`config.mk`:
```
export PLATFORM = sky130hd
export DESIGN_NAME = usp_serial
export DESIGN_NICKNAME = d
export VERILOG_FILES = /design/src/design/usp_pkg.sv /design/src/design/usp_serial.sv
export SDC_FILE = /design/constraint.sdc
export NUM_CORES = 1
export LEC_CHECK = 0
export BUFFER_PORTS_ARGS = -buffer_cell sky130_fd_sc_hd__buf_4
export CORE_MARGIN = 3
export CORE_UTILIZATION = 46
export CTS_CLUSTER_DIAMETER = 80
export DETAILED_ROUTE_END_ITERATION = 12
export PLACE_DENSITY = 0.67
export RECOVER_POWER = 100
export SLEW_MARGIN = 5
export SYNTH_ARGS = -nofsm -noshare
export SYNTH_HDL_FRONTEND = slang
export SYNTH_SLANG_ARGS = --single-unit
```
`constraint.sdc`:
```
create_clock -name clk_sys -period 5.2 [get_ports clk_sys]
set_clock_uncertainty 0.15 [all_clocks]
set_input_delay 1.04 -clock clk_sys [delete_from_list [all_inputs] [get_ports clk_sys]]
set_output_delay 1.04 -clock clk_sys [all_outputs]
set_load 0.01 [all_outputs]
```
`src/design/usp_pkg.sv`:
```
// package: register map, field positions and timing constants of the serial port
package usp_pkg;
   // register addresses on the special function register port
   localparam logic [7:0] ADDR_POWER_CONTROL    = 8'h87;
   localparam logic [7:0] ADDR_TIMER1_RELOAD    = 8'h8D;
   localparam logic [7:0] ADDR_CLOCK_SETUP      = 8'h8E;
   localparam logic [7:0] ADDR_SERIAL_CONTROL   = 8'h98;
   localparam logic [7:0] ADDR_SERIAL_BUFFER    = 8'h99;
   localparam logic [7:0] ADDR_STATION_ADDRESS  = 8'hA9;
   localparam logic [7:0] ADDR_STATION_MASK     = 8'hB9;

   // serial_control fields
   localparam int SC_MODE_HIGH = 7;
   localparam int SC_MODE_LOW  = 6;
   localparam int SC_MP_EN     = 5;
   localparam int SC_RX_EN     = 4;
   localparam int SC_TX_NINTH  = 3;
   localparam int SC_RX_NINTH  = 2;
   localparam int SC_TX_DONE   = 1;
   localparam int SC_RX_DONE   = 0;
   // power_control and clock_setup fields
   localparam int PC_DOUBLER   = 7;
   localparam int PC_FE_SELECT = 6;
   localparam int CK_T1_FAST   = 4;

   localparam logic [7:0] RESET_BYTE = 8'h00;

   // mode encoding of {mode_select_high, mode_select_low}
   typedef enum logic [1:0] {
      USP_MODE0 = 2'h0,
      USP_MODE1 = 2'h1,
      USP_MODE2 = 2'h2,
      USP_MODE3 = 2'h3
   } usp_mode_t;

   // timing
   localparam int OVERSAMPLE      = 16;
   localparam int M2_DIV_SLOW     = 64;
   localparam int M2_DIV_FAST     = 32;
   localparam int M0_DIV_SLOW     = 12;
   localparam int M0_DIV_FAST     = 4;
   localparam int T1_PRE_SLOW     = 12;
   localparam int T1_PRE_FAST     = 4;
   localparam int M2_TICK_SLOW    = M2_DIV_SLOW / OVERSAMPLE;
   localparam int M2_TICK_FAST    = M2_DIV_FAST / OVERSAMPLE;
   localparam int M0_HALF_SLOW    = M0_DIV_SLOW / 2;
   localparam int M0_HALF_FAST    = M0_DIV_FAST / 2;
   localparam logic [3:0] SAMPLE_MID = 4'h7;
   localparam logic [3:0] BIT_LAST   = 4'hF;
   localparam logic [2:0] DATA_LAST  = 3'h7;
   localparam logic [3:0] FRAME_M1   = 4'hA;
   localparam logic [3:0] FRAME_M23  = 4'hB;
   localparam logic [3:0] FRAME_M0   = 4'h8;
   localparam logic [7:0] T1_TOP     = 8'hFF;
endpackage

```
`src/design/usp_serial.sv`:
```
// serial port with multiprocessor address recognition, plus its transmit FIFO
// Function
// - mode 1 accepts at mid stop if rx done clear and (no mp or stop=1)
// - mode 1 accept loads buffer, stop into rx ninth, sets rx done; reject loads nothing
// - after each attempt receiver waits for a fresh falling edge on rxd
// - modes 2/3 frame: start low, 8 data lsb first, ninth bit, stop high
// - mode 2 bit rate is clock/64, or clock/32 with doubler
// - modes 2/3 buffer write sends frame; tx done set when stop driven
// - modes 2/3 accept at mid ninth if rx done clear and (no mp or ninth=1)
// - modes 2/3 accept loads buffer, ninth bit, sets rx done; reject loads nothing
// - mode 3 equals mode 2 except bit rate comes from timer 1 overflow
// - modes 1/3 rate is 2^doubler/32 of clock/(12 or 4 times (256-reload))
// - mode 0 shift rate is clock/12, or clock/4 with mp enable
// - modes 1-3 set framing error when stop bit is not high
// - framing error flag and mode high bit share a position, stored apart
// - framing error stays set until software writes it clear
// - modes 2/3 with mp enable ignore frames whose ninth bit is 0
// - mp enable selects the mode 0 shift rate; in mode 1 needs valid stop
// - with mp enable rx done only for given or broadcast address match
// - mode 1 address recognition uses stop bit in place of ninth bit
// - given address: station address under mask, zero mask bits don't care
// - broadcast: or of address and mask, ones must match, zeros don't care
// - reset zeroes address and mask so every address is recognised
// - tx done set by hardware as stop bit goes out (mode 0 after last bit), cleared only by software
// - mode bits 00 sync, 01 10-bit async, 10 and 11 11-bit async
`timescale 1ns/1ps
`default_nettype none

module usp_fifo #(
   parameter int WIDTH = 8,
   parameter int DEPTH = 16
) (
   input  wire logic             clk_sys,
   input  wire logic             rstn,
   input  wire logic             in_valid,
   output logic                  in_ready,
   input  wire logic [WIDTH-1:0] in_data,
   output logic                  out_valid,
   input  wire logic             out_ready,
   output logic      [WIDTH-1:0] out_data
);
   localparam int AW = $clog2(DEPTH);
   // elaboration refuses depths that the wrapping pointers cannot count
   if (DEPTH < 2 || (1 << AW) != DEPTH) begin : g_depth_check
      $error("usp_fifo depth must be a power of two");
   end
   logic [WIDTH-1:0] mem [DEPTH];
   logic [AW:0]      wr_ptr_r;
   logic [AW:0]      rd_ptr_r;
   wire              push = in_valid && in_ready;
   wire              pop  = out_valid && out_ready;
   assign in_ready  = (wr_ptr_r[AW-1:0] != rd_ptr_r[AW-1:0]) || (wr_ptr_r[AW] == rd_ptr_r[AW]);
   assign out_valid = wr_ptr_r != rd_ptr_r;
   assign out_data  = mem[rd_ptr_r[AW-1:0]];
   always_ff @(posedge clk_sys) begin
      if (push) mem[wr_ptr_r[AW-1:0]] <= in_data;
   end
   always_ff @(posedge clk_sys or negedge rstn) begin
      if (!rstn) begin
         wr_ptr_r <= '0;
         rd_ptr_r <= '0;
      end else begin
         if (push) wr_ptr_r <= wr_ptr_r + 1'b1;
         if (pop) rd_ptr_r <= rd_ptr_r + 1'b1;
      end
   end
endmodule

module usp_serial #(
   parameter int FIFO_DEPTH = 16
) (
   input  wire logic       clk_sys,
   input  wire logic       rstn,
   input  wire logic [7:0] sfr_addr,
   input  wire logic       sfr_wr,
   input  wire logic       sfr_rd,
   input  wire logic [7:0] sfr_wdata,
   output logic      [7:0] sfr_rdata,
   output logic            tx_fifo_ready,
   input  wire logic       rxd_i,
   output logic            rxd_o,
   output logic            rxd_oe_n,
   output logic            txd_o,
   output logic            serial_irq
);
   if (FIFO_DEPTH < 2) begin : g_depth_check
      $error("usp_serial needs a fifo depth of at least two");
   end

   typedef enum logic [2:0] {
      RX_IDLE  = 3'b000,
      RX_START = 3'b001,
      RX_DATA  = 3'b011,
      RX_NINTH = 3'b010,
      RX_STOP  = 3'b110
   } usp_rx_state_t;

   // ---------------- registers ----------------
   logic       mode_high_r, mode_low_r, mp_en_r, rx_en_r, tx_ninth_r, rx_ninth_r;
   logic       tx_done_r, rx_done_r, fe_r, doubler_r, fe_sel_r, t1_fast_r;
   logic [7:0] t1_reload_r, station_addr_r, station_mask_r, rx_buf_r, rdata_r;

   wire wr_ctrl   = sfr_wr && (sfr_addr == usp_pkg::ADDR_SERIAL_CONTROL);
   wire wr_buf    = sfr_wr && (sfr_addr == usp_pkg::ADDR_SERIAL_BUFFER);
   wire wr_power  = sfr_wr && (sfr_addr == usp_pkg::ADDR_POWER_CONTROL);
   wire wr_clock  = sfr_wr && (sfr_addr == usp_pkg::ADDR_CLOCK_SETUP);
   wire wr_reload = sfr_wr && (sfr_addr == usp_pkg::ADDR_TIMER1_RELOAD);
   wire wr_addr   = sfr_wr && (sfr_addr == usp_pkg::ADDR_STATION_ADDRESS);
   wire wr_mask   = sfr_wr && (sfr_addr == usp_pkg::ADDR_STATION_MASK);

   wire usp_pkg::usp_mode_t mode = usp_pkg::usp_mode_t'({mode_high_r, mode_low_r});
   wire mode0  = (mode == usp_pkg::USP_MODE0);
   wire mode1  = (mode == usp_pkg::USP_MODE1);
   wire mode2  = (mode == usp_pkg::USP_MODE2);
   wire mode3  = (mode == usp_pkg::USP_MODE3);
   wire nine_b = mode2 || mode3;

   // ---------------- bit rate generation ----------------
   logic [3:0] pre_cnt_r, div_cnt_r;
   logic [7:0] t1_cnt_r;
   logic       t1_half_r;
   wire [3:0] pre_lim = t1_fast_r ? 4'(usp_pkg::T1_PRE_FAST - 1) : 4'(usp_pkg::T1_PRE_SLOW - 1);
   wire       t1_en   = (pre_cnt_r == pre_lim);
   wire       t1_ovf  = t1_en && (t1_cnt_r == usp_pkg::T1_TOP);
   // overflow/32 per bit is overflow/2 per sixteenth; doubler skips the halving
   wire       t1_tick = t1_ovf && (doubler_r || t1_half_r);
   wire [3:0] m2_lim  = doubler_r ? 4'(usp_pkg::M2_TICK_FAST - 1) : 4'(usp_pkg::M2_TICK_SLOW - 1);
   wire [3:0] m0_lim  = mp_en_r ? 4'(usp_pkg::M0_HALF_FAST - 1) : 4'(usp_pkg::M0_HALF_SLOW - 1);
   wire [3:0] div_lim = mode0 ? m0_lim : m2_lim;
   wire       div_tick = (div_cnt_r >= div_lim);
   wire       tick16  = mode2 ? div_tick : (t1_tick && (mode1 || mode3));

   always_ff @(posedge clk_sys or negedge rstn) begin
      if (!rstn) begin
         pre_cnt_r <= '0;
         div_cnt_r <= '0;
         t1_cnt_r  <= usp_pkg::RESET_BYTE;
         t1_half_r <= 1'b0;
      end else begin
         pre_cnt_r <= t1_en ? 4'h0 : pre_cnt_r + 4'h1;
         div_cnt_r <= div_tick ? 4'h0 : div_cnt_r + 4'h1;
         if (t1_en) t1_cnt_r <= t1_ovf ? t1_reload_r : t1_cnt_r + 8'h01;
         if (t1_ovf) t1_half_r <= ~t1_half_r;
      end
   end

   // ---------------- receiver ----------------
   usp_rx_state_t rx_state_r;
   logic [3:0] rx_ovs_r;
   logic [2:0] rx_bit_r;
   logic [7:0] rx_shift_r;
   logic       rxd_prev_r, rx_pend_r;

   wire rx_fall = rxd_prev_r && !rxd_i && rx_en_r && !mode0;
   wire rx_mid  = tick16 && (rx_ovs_r == usp_pkg::SAMPLE_MID);
   // given address: masked bits must equal; broadcast: set bits of the or must be one
   wire [7:0] given_diff = (rx_shift_r ^ station_addr_r) & station_mask_r;
   wire [7:0] bcast      = station_addr_r | station_mask_r;
   wire       addr_ok    = (given_diff == 8'h00) || ((rx_shift_r & bcast) == bcast);
   wire       decide_m1  = rx_mid && (rx_state_r == RX_STOP) && mode1;
   wire       decide_m23 = rx_mid && (rx_state_r == RX_NINTH);
   wire       rx_decide  = decide_m1 || decide_m23;
   // in mode 1 the stop bit stands in for the ninth bit
   wire       rx_accept  = rx_decide && !rx_done_r && (!mp_en_r || (rxd_i && addr_ok));
   wire       rx_reject  = rx_decide && !rx_accept;
   wire       rx_fe_set  = rx_mid && (rx_state_r == RX_STOP) && !rxd_i;

   always_ff @(posedge clk_sys or negedge rstn) begin
      if (!rstn) begin
         rx_state_r <= RX_IDLE;
         rx_ovs_r   <= '0;
         rx_bit_r   <= '0;
         rx_shift_r <= usp_pkg::RESET_BYTE;
         rxd_prev_r <= 1'b1;
      end else begin
         rxd_prev_r <= rxd_i;
         if (tick16) rx_ovs_r <= rx_ovs_r + 4'h1;
         case (rx_state_r)
            RX_IDLE: begin
               if (rx_fall) begin
                  rx_state_r <= RX_START;
                  rx_ovs_r   <= '0;
               end
            end
            RX_START: begin
               if (rx_mid) rx_state_r <= rxd_i ? RX_IDLE : RX_DATA;
               rx_bit_r <= '0;
            end
            RX_DATA: begin
               if (rx_mid) begin
                  rx_shift_r <= {rxd_i, rx_shift_r[7:1]};
                  rx_bit_r   <= rx_bit_r + 3'h1;
                  if (rx_bit_r == usp_pkg::DATA_LAST) rx_state_r <= nine_b ? RX_NINTH : RX_STOP;
               end
            end
            RX_NINTH: begin
               if (rx_mid) rx_state_r <= RX_STOP;
            end
            RX_STOP: begin
               if (rx_mid) rx_state_r <= RX_IDLE;
            end
            default: rx_state_r <= RX_IDLE;
         endcase
         if (!rx_en_r || mode0) rx_state_r <= RX_IDLE;
      end
   end

   // ---------------- transmitter ----------------
   logic       tx_busy_r, m0_phase_r, txd_r, rxd_out_r;
   logic [3:0] tx_ovs_r, tx_cnt_r;
   logic [10:0] tx_sh_r;
   wire        fifo_valid;
   wire [7:0]  fifo_data;
   wire [3:0]  frame_len = mode0 ? usp_pkg::FRAME_M0 : (nine_b ? usp_pkg::FRAME_M23 : usp_pkg::FRAME_M1);
   wire        tx_load   = !tx_busy_r && fifo_valid;
   wire        bit_tick  = mode0 ? (div_tick && m0_phase_r) : (tick16 && tx_ovs_r == usp_pkg::BIT_LAST);
   wire        tx_next   = tx_busy_r && bit_tick;
   wire        tx_last   = tx_cnt_r == frame_len - 4'h1;
   // async modes flag as the stop bit goes out, mode 0 after the eighth bit
   wire        tx_done_set = tx_next && (mode0 ? tx_last : (tx_cnt_r == frame_len - 4'h2));

   usp_fifo #(
      .WIDTH (8),
      .DEPTH (FIFO_DEPTH)
   ) u_tx_fifo (
      .clk_sys   (clk_sys),
      .rstn      (rstn),
      .in_valid  (wr_buf),
      .in_ready  (tx_fifo_ready),
      .in_data   (sfr_wdata),
      .out_valid (fifo_valid),
      .out_ready (tx_load),
      .out_data  (fifo_data)
   );

   always_ff @(posedge clk_sys or negedge rstn) begin
      if (!rstn) begin
         tx_busy_r  <= 1'b0;
         m0_phase_r <= 1'b0;
         tx_ovs_r   <= '0;
         tx_cnt_r   <= '0;
         tx_sh_r    <= '1;
         txd_r      <= 1'b1;
         rxd_out_r  <= 1'b1;
      end else if (tx_load) begin
         tx_busy_r <= 1'b1;
         tx_ovs_r  <= '0;
         tx_cnt_r  <= '0;
         m0_phase_r <= 1'b0;
         if (mode0) begin
            tx_sh_r   <= {3'b111, fifo_data};
            rxd_out_r <= fifo_data[0];
            txd_r     <= 1'b0;
         end else begin
            // stop (never reached in mode 1), ninth (mode 1 sends its stop level here), data, start
            tx_sh_r <= {1'b1, nine_b ? tx_ninth_r : 1'b1, fifo_data, 1'b0};
            txd_r   <= 1'b0;
         end
      end else if (tx_busy_r) begin
         if (tick16) tx_ovs_r <= tx_ovs_r + 4'h1;
         if (mode0 && div_tick) begin
            m0_phase_r <= ~m0_phase_r;
            txd_r      <= ~m0_phase_r; // shift clock high in the second half
         end
         if (tx_next) begin
            tx_cnt_r <= tx_cnt_r + 4'h1;
            tx_sh_r  <= {1'b1, tx_sh_r[10:1]};
            if (tx_last) begin
               tx_busy_r <= 1'b0;
               txd_r     <= 1'b1;
               rxd_out_r <= 1'b1;
            end else if (mode0) begin
               rxd_out_r <= tx_sh_r[1];
               txd_r     <= 1'b0;
            end else begin
               txd_r <= tx_sh_r[1];
            end
         end
      end
   end
   assign txd_o    = txd_r;
   assign rxd_o    = rxd_out_r;
   assign rxd_oe_n = !(tx_busy_r && mode0);

   // ---------------- register file ----------------
   wire ctrl_high_sel = fe_sel_r ? fe_r : mode_high_r;
   wire [7:0] ctrl_rd = {ctrl_high_sel, mode_low_r, mp_en_r, rx_en_r, tx_ninth_r, rx_ninth_r, tx_done_r, rx_done_r};
   wire [7:0] rd_mux =
      (sfr_addr == usp_pkg::ADDR_SERIAL_CONTROL)  ? ctrl_rd :
      (sfr_addr == usp_pkg::ADDR_SERIAL_BUFFER)   ? rx_buf_r :
      (sfr_addr == usp_pkg::ADDR_POWER_CONTROL)   ? {doubler_r, fe_sel_r, 6'h00} :
      (sfr_addr == usp_pkg::ADDR_CLOCK_SETUP)     ? {3'h0, t1_fast_r, 4'h0} :
      (sfr_addr == usp_pkg::ADDR_TIMER1_RELOAD)   ? t1_reload_r :
      (sfr_addr == usp_pkg::ADDR_STATION_ADDRESS) ? station_addr_r :
      (sfr_addr == usp_pkg::ADDR_STATION_MASK)    ? station_mask_r : 8'h00;

   always_ff @(posedge clk_sys or negedge rstn) begin
      if (!rstn) begin
         {mode_high_r, mode_low_r, mp_en_r, rx_en_r, tx_ninth_r} <= '0;
         {rx_ninth_r, tx_done_r, rx_done_r, fe_r} <= '0;
         {doubler_r, fe_sel_r, t1_fast_r} <= '0;
         t1_reload_r    <= usp_pkg::RESET_BYTE;
         station_addr_r <= usp_pkg::RESET_BYTE;
         station_mask_r <= usp_pkg::RESET_BYTE;
         rx_buf_r       <= usp_pkg::RESET_BYTE;
         rdata_r        <= usp_pkg::RESET_BYTE;
      end else begin
         if (sfr_rd) rdata_r <= rd_mux;
         if (wr_ctrl) begin
            if (!fe_sel_r) mode_high_r <= sfr_wdata[usp_pkg::SC_MODE_HIGH];
            mode_low_r <= sfr_wdata[usp_pkg::SC_MODE_LOW];
            mp_en_r    <= sfr_wdata[usp_pkg::SC_MP_EN];
            rx_en_r    <= sfr_wdata[usp_pkg::SC_RX_EN];
            tx_ninth_r <= sfr_wdata[usp_pkg::SC_TX_NINTH];
         end
         // hardware set wins over a software clear in the same cycle
         if (rx_accept) rx_ninth_r <= rxd_i;
         else if (wr_ctrl) rx_ninth_r <= sfr_wdata[usp_pkg::SC_RX_NINTH];
         rx_done_r <= rx_accept || (wr_ctrl ? sfr_wdata[usp_pkg::SC_RX_DONE] : rx_done_r);
         tx_done_r <= tx_done_set || (wr_ctrl ? sfr_wdata[usp_pkg::SC_TX_DONE] : tx_done_r);
         fe_r <= rx_fe_set || ((wr_ctrl && fe_sel_r) ? sfr_wdata[usp_pkg::SC_MODE_HIGH] : fe_r);
         if (rx_accept) rx_buf_r <= rx_shift_r;
         if (wr_power) begin
            doubler_r <= sfr_wdata[usp_pkg::PC_DOUBLER];
            fe_sel_r  <= sfr_wdata[usp_pkg::PC_FE_SELECT];
         end
         if (wr_clock) t1_fast_r <= sfr_wdata[usp_pkg::CK_T1_FAST];
         if (wr_reload) t1_reload_r <= sfr_wdata;
         if (wr_addr) station_addr_r <= sfr_wdata;
         if (wr_mask) station_mask_r <= sfr_wdata;
      end
   end
   assign sfr_rdata  = rdata_r;
   assign serial_irq = rx_done_r || tx_done_r;

   // ---------------- checks ----------------
   chk_accept_loads_buffer: assert property (@(posedge clk_sys) disable iff (!rstn)
      rx_accept |=> rx_done_r && rx_buf_r == $past(rx_shift_r))
      else $error("accepted frame did not load buffer");
   chk_reject_keeps_buffer: assert property (@(posedge clk_sys) disable iff (!rstn)
      rx_reject |=> rx_buf_r == $past(rx_buf_r))
      else $error("rejected frame changed buffer");
   chk_mp_ninth_block: assert property (@(posedge clk_sys) disable iff (!rstn)
      (decide_m23 && mp_en_r && !rxd_i) |-> !rx_accept)
      else $error("ninth bit zero frame accepted under mp enable");
   chk_fe_stays_set: assert property (@(posedge clk_sys) disable iff (!rstn)
      (fe_r && !(wr_ctrl && fe_sel_r)) |=> fe_r)
      else $error("framing error cleared without software");
   chk_stop_back_idle: assert property (@(posedge clk_sys) disable iff (!rstn)
      (rx_state_r == RX_STOP && rx_mid) |=> rx_state_r == RX_IDLE ##1 rx_state_r != RX_DATA)
      else $error("receiver did not return to idle after stop");
   chk_start_bit_low: assert property (@(posedge clk_sys) disable iff (!rstn)
      (tx_load && !mode0) |=> !txd_o && tx_busy_r)
      else $error("frame did not begin with a low start bit");
   chk_tx_done_raise: assert property (@(posedge clk_sys) disable iff (!rstn)
      (tx_done_set && !mode0) |=> tx_done_r && txd_o)
      else $error("tx done not set with stop bit on the line");
   chk_reset_addr_open: assert property (@(posedge clk_sys) disable iff (!rstn)
      (station_addr_r == 8'h00 && station_mask_r == 8'h00) |-> addr_ok)
      else $error("zeroed address registers filtered an address");
   chk_t1_reload: assert property (@(posedge clk_sys) disable iff (!rstn)
      t1_ovf |=> t1_cnt_r == $past(t1_reload_r))
      else $error("timer did not reload after overflow");
   chk_m2_tick_spacing: assert property (@(posedge clk_sys) disable iff (!rstn)
      (mode2 && !doubler_r && div_tick && !sfr_wr) |=> !div_tick)
      else $error("mode 2 sample tick too fast");
   chk_fe_low_stop: assert property (@(posedge clk_sys) disable iff (!rstn)
      rx_fe_set |=> fe_r)
      else $error("low stop bit did not set framing error");
endmodule

`default_nettype wire
```
==> metrics.txt <==
status finished, violations left; failing checks capacitance limit, slew limit; count leader, synth edfxtp_1; Post-DRT Antenna Nets 0; routed wire length 24.8 mm; Final Max Tran Viols 37; CTS Hold Bufs 0; Initial Util 47.2%; Site Rows 56; initial antenna violation count 0; number of hold violations in the final report 0; Synth-to-Final Area Change 12.2%; nets 882; Async SR Flop Fraction 48.2%; Max-Slew Margin vs Limit -29.4%; Avg Inst Size Synth 13.8 um^2; CTS Buffer Depth 3; clock buffer count from CTS 27; fin crit period 4.11 ns; Ant. Diodes 0; RSZ-0062 raised after global routing false; P per Cell Area 397 mW/mm^2; Final Cycle Share 79.0%; number of global-route vias before repair 6725; Synth area leader edfxtp_1; Reg clk slew, reported paths 0.06 ns; worst vdd ir 256 uV; Ports 34; Area contributors post-synth edfxtp_1 34%, dfrtp_1 24%, mux4_2 6.6%; Fmax achieved 244 MHz; Worst setup EP type register; first-pass GRT wire length 39.6 mm; Sum Neg Setup Slack 0 ns; clk_lat worst skew 0.55 ns; Maximum Capacitance Violations 1; Final Setup Violations 0; synth unique cells 70; YS warnings 0; GP Congestion 0.899; total track usage 19.3%; post-CTS setup buffer count 0; top cells by count, synth 128 x edfxtp_1, 107 x dfrtp_1, 61 x mux2_2; Post-Syn Area 0.0112 mm^2; CTS tree yes; CP Cell Sequence or3_1 -> ha_1 -> and3_1 -> o211ai_1 -> a21oi_1 -> nor3b_1 -> mux2_2; leak pwr 4.93 nW; critical path peak fanout 16; post-CTS sizing 0; clock sinks 247; Hold Worst Slack 0.320 ns; CP startpoint kind register; post-detail-place hpwl 16.6 mm; top_reg_cell synth edfxtp_1; Post-synth EDFFs 128; CP peak stage delay 1.21 ns; Crit Path Class register to register; Yosys top cell area share 34.4%; register area share after synthesis 61.2%; worst hold path type register to register; Initial DRC Count 466; CP max-delay cell nor3b_1; Placeable Area 0.0237 mm^2; WP data required 5.47 ns; syn nets 846; H-Tree Depth 1; width of the die 162 um; remaining global-route overflow 0; Remaining DRCs 0; cells after synthesis 810; Root Buffer clkbuf_16; flops & latches, synth 247; Routed wire per std cell 20.9 um; Worst-Margin Slew 1.94 ns; die area 0.0262 mm^2; Die Y-Extent 162 um; drt first pass iters 5; via count 6768; largest net degree at the start of global routing 49; Crit path arrival time 4.38 ns; routed vias/inst 5.71; layout cells sized above 1 19.7%; PortBufs 33
-- worst paths after layout --
path | startpoint | endpoint | slack (ns) | cells past startpoint
worst max register to register | mode_high_r$_DFFE_PN0P_ | rx_buf_r[7]$_DFFE_PN0P_ | 1.09 | 7
worst max-delay path | mode_high_r$_DFFE_PN0P_ | rx_buf_r[7]$_DFFE_PN0P_ | 1.09 | 7
worst min-delay path | pre_cnt_r[0]$_DFF_PN0_ | pre_cnt_r[0]$_DFF_PN0_ | 0.32 | 1
worst min register to register | pre_cnt_r[0]$_DFF_PN0_ | pre_cnt_r[0]$_DFF_PN0_ | 0.32 | 1
max in group asynchronous | rstn | sfr_rdata[5]$_DFFE_PN0P_ | 1.96 | 2
min in group asynchronous | rstn | pre_cnt_r[1]$_DFF_PN0_ | 0.89 | 1
-- flip-flops by register name, summed over array words and instances, names as in the netlist, 8 cells and up --
register,count
rx_buf_r,8
rx_shift_r,8
sfr_rdata,8
station_addr_r,8
station_mask_r,8
t1_cnt_r,8
t1_reload_r,8
tx_sh_r,9
u_tx_fifo.mem,128
-- cells in the final DEF, fill, tap and decap left out, types with 27 or more instances in the layout --
| cell type | Yosys | final |
|---|---|---|
| mux2_2 | 61 | 61 |
| nand2_1 | 44 | 44 |
| clkbuf_16 | 0 | 27 |
| nand3_1 | 29 | 29 |
| o21ai_0 | 29 | 30 |
| mux4_2 | 33 | 33 |
| dfrtp_1 | 107 | 106 |
| edfxtp_1 | 128 | 128 |
| nor2_1 | 60 | 60 |
| clkbuf_1 | 15 | 32 |
-- kinds of logic (layout without fill, tap and decap cells) --
logic type               after synthesis  in the layout  synth area share (%)
flip-flops                           247            247                  61.2
multiplexers                         115            115                  14.7
XOR/XNOR                              34             34                  2.66
adder cells (fa/ha/maj)               15             15                  1.68
AND/OR/NAND/NOR                      220            220                  10.4
AO/OA/AOI/OAI                        128            128                  7.52
buffers and inverters                 51            108                  1.95
-- stage by stage --
stage	area, um^2	std cells	utilization, %	power, W	setup WS [ns]
2_1_floorplan	11200	810	-	0.00280	2.17
3_3_place_gp	11700	1136	49.5	0.00299	1.85
3_5_place_dp	11700	1136	49.5	0.00300	1.78
4_1_cts	12700	1186	53.5	0.00504	1.72
5_1_grt	12500	1186	53.0	0.00521	0.808
6_report	12500	1186	53.0	0.00498	1.09
-- area by class of cell --
cell class                      count  area (um^2)
Clock inverter                     15          239
Timing Repair Buffer               40          208
Clock buffer                       35          706
Inverter                           18         67.6
Sequential cell                   247         6840
Multi-Input combinational cell    512         4090
Tap cell                          319          399
Fill cell                        2074        11100
-- critical path, delay by kind of cell (launching register included) --
family | cells | cell delay, ns
adders and majority gates | 1 | 0.34
DFF | 1 | 0.54
muxes | 1 | 0.43
and+or+nand+nor | 3 | 1.82
AOI/OAI and AO/OA | 2 | 0.69
-- where the power goes --
group	switching [W]	internal, W
clock	0.000765	0.00126
combinational	0.000329	0.000277
sequential	0.000132	0.00222
-- routing by layer --
metal  wire [um]  vias up  part of all wire, %  GRT usage (%)
li1            -     3137                    -              -
met1       11700     3438                   47           29.4
met2       11300      155                   46           29.5
met3        1190       38                  4.8           2.75
met4         582        0                  2.3           5.23
met5           0        -                    0              0
Power figures use the tool's default switching activity.
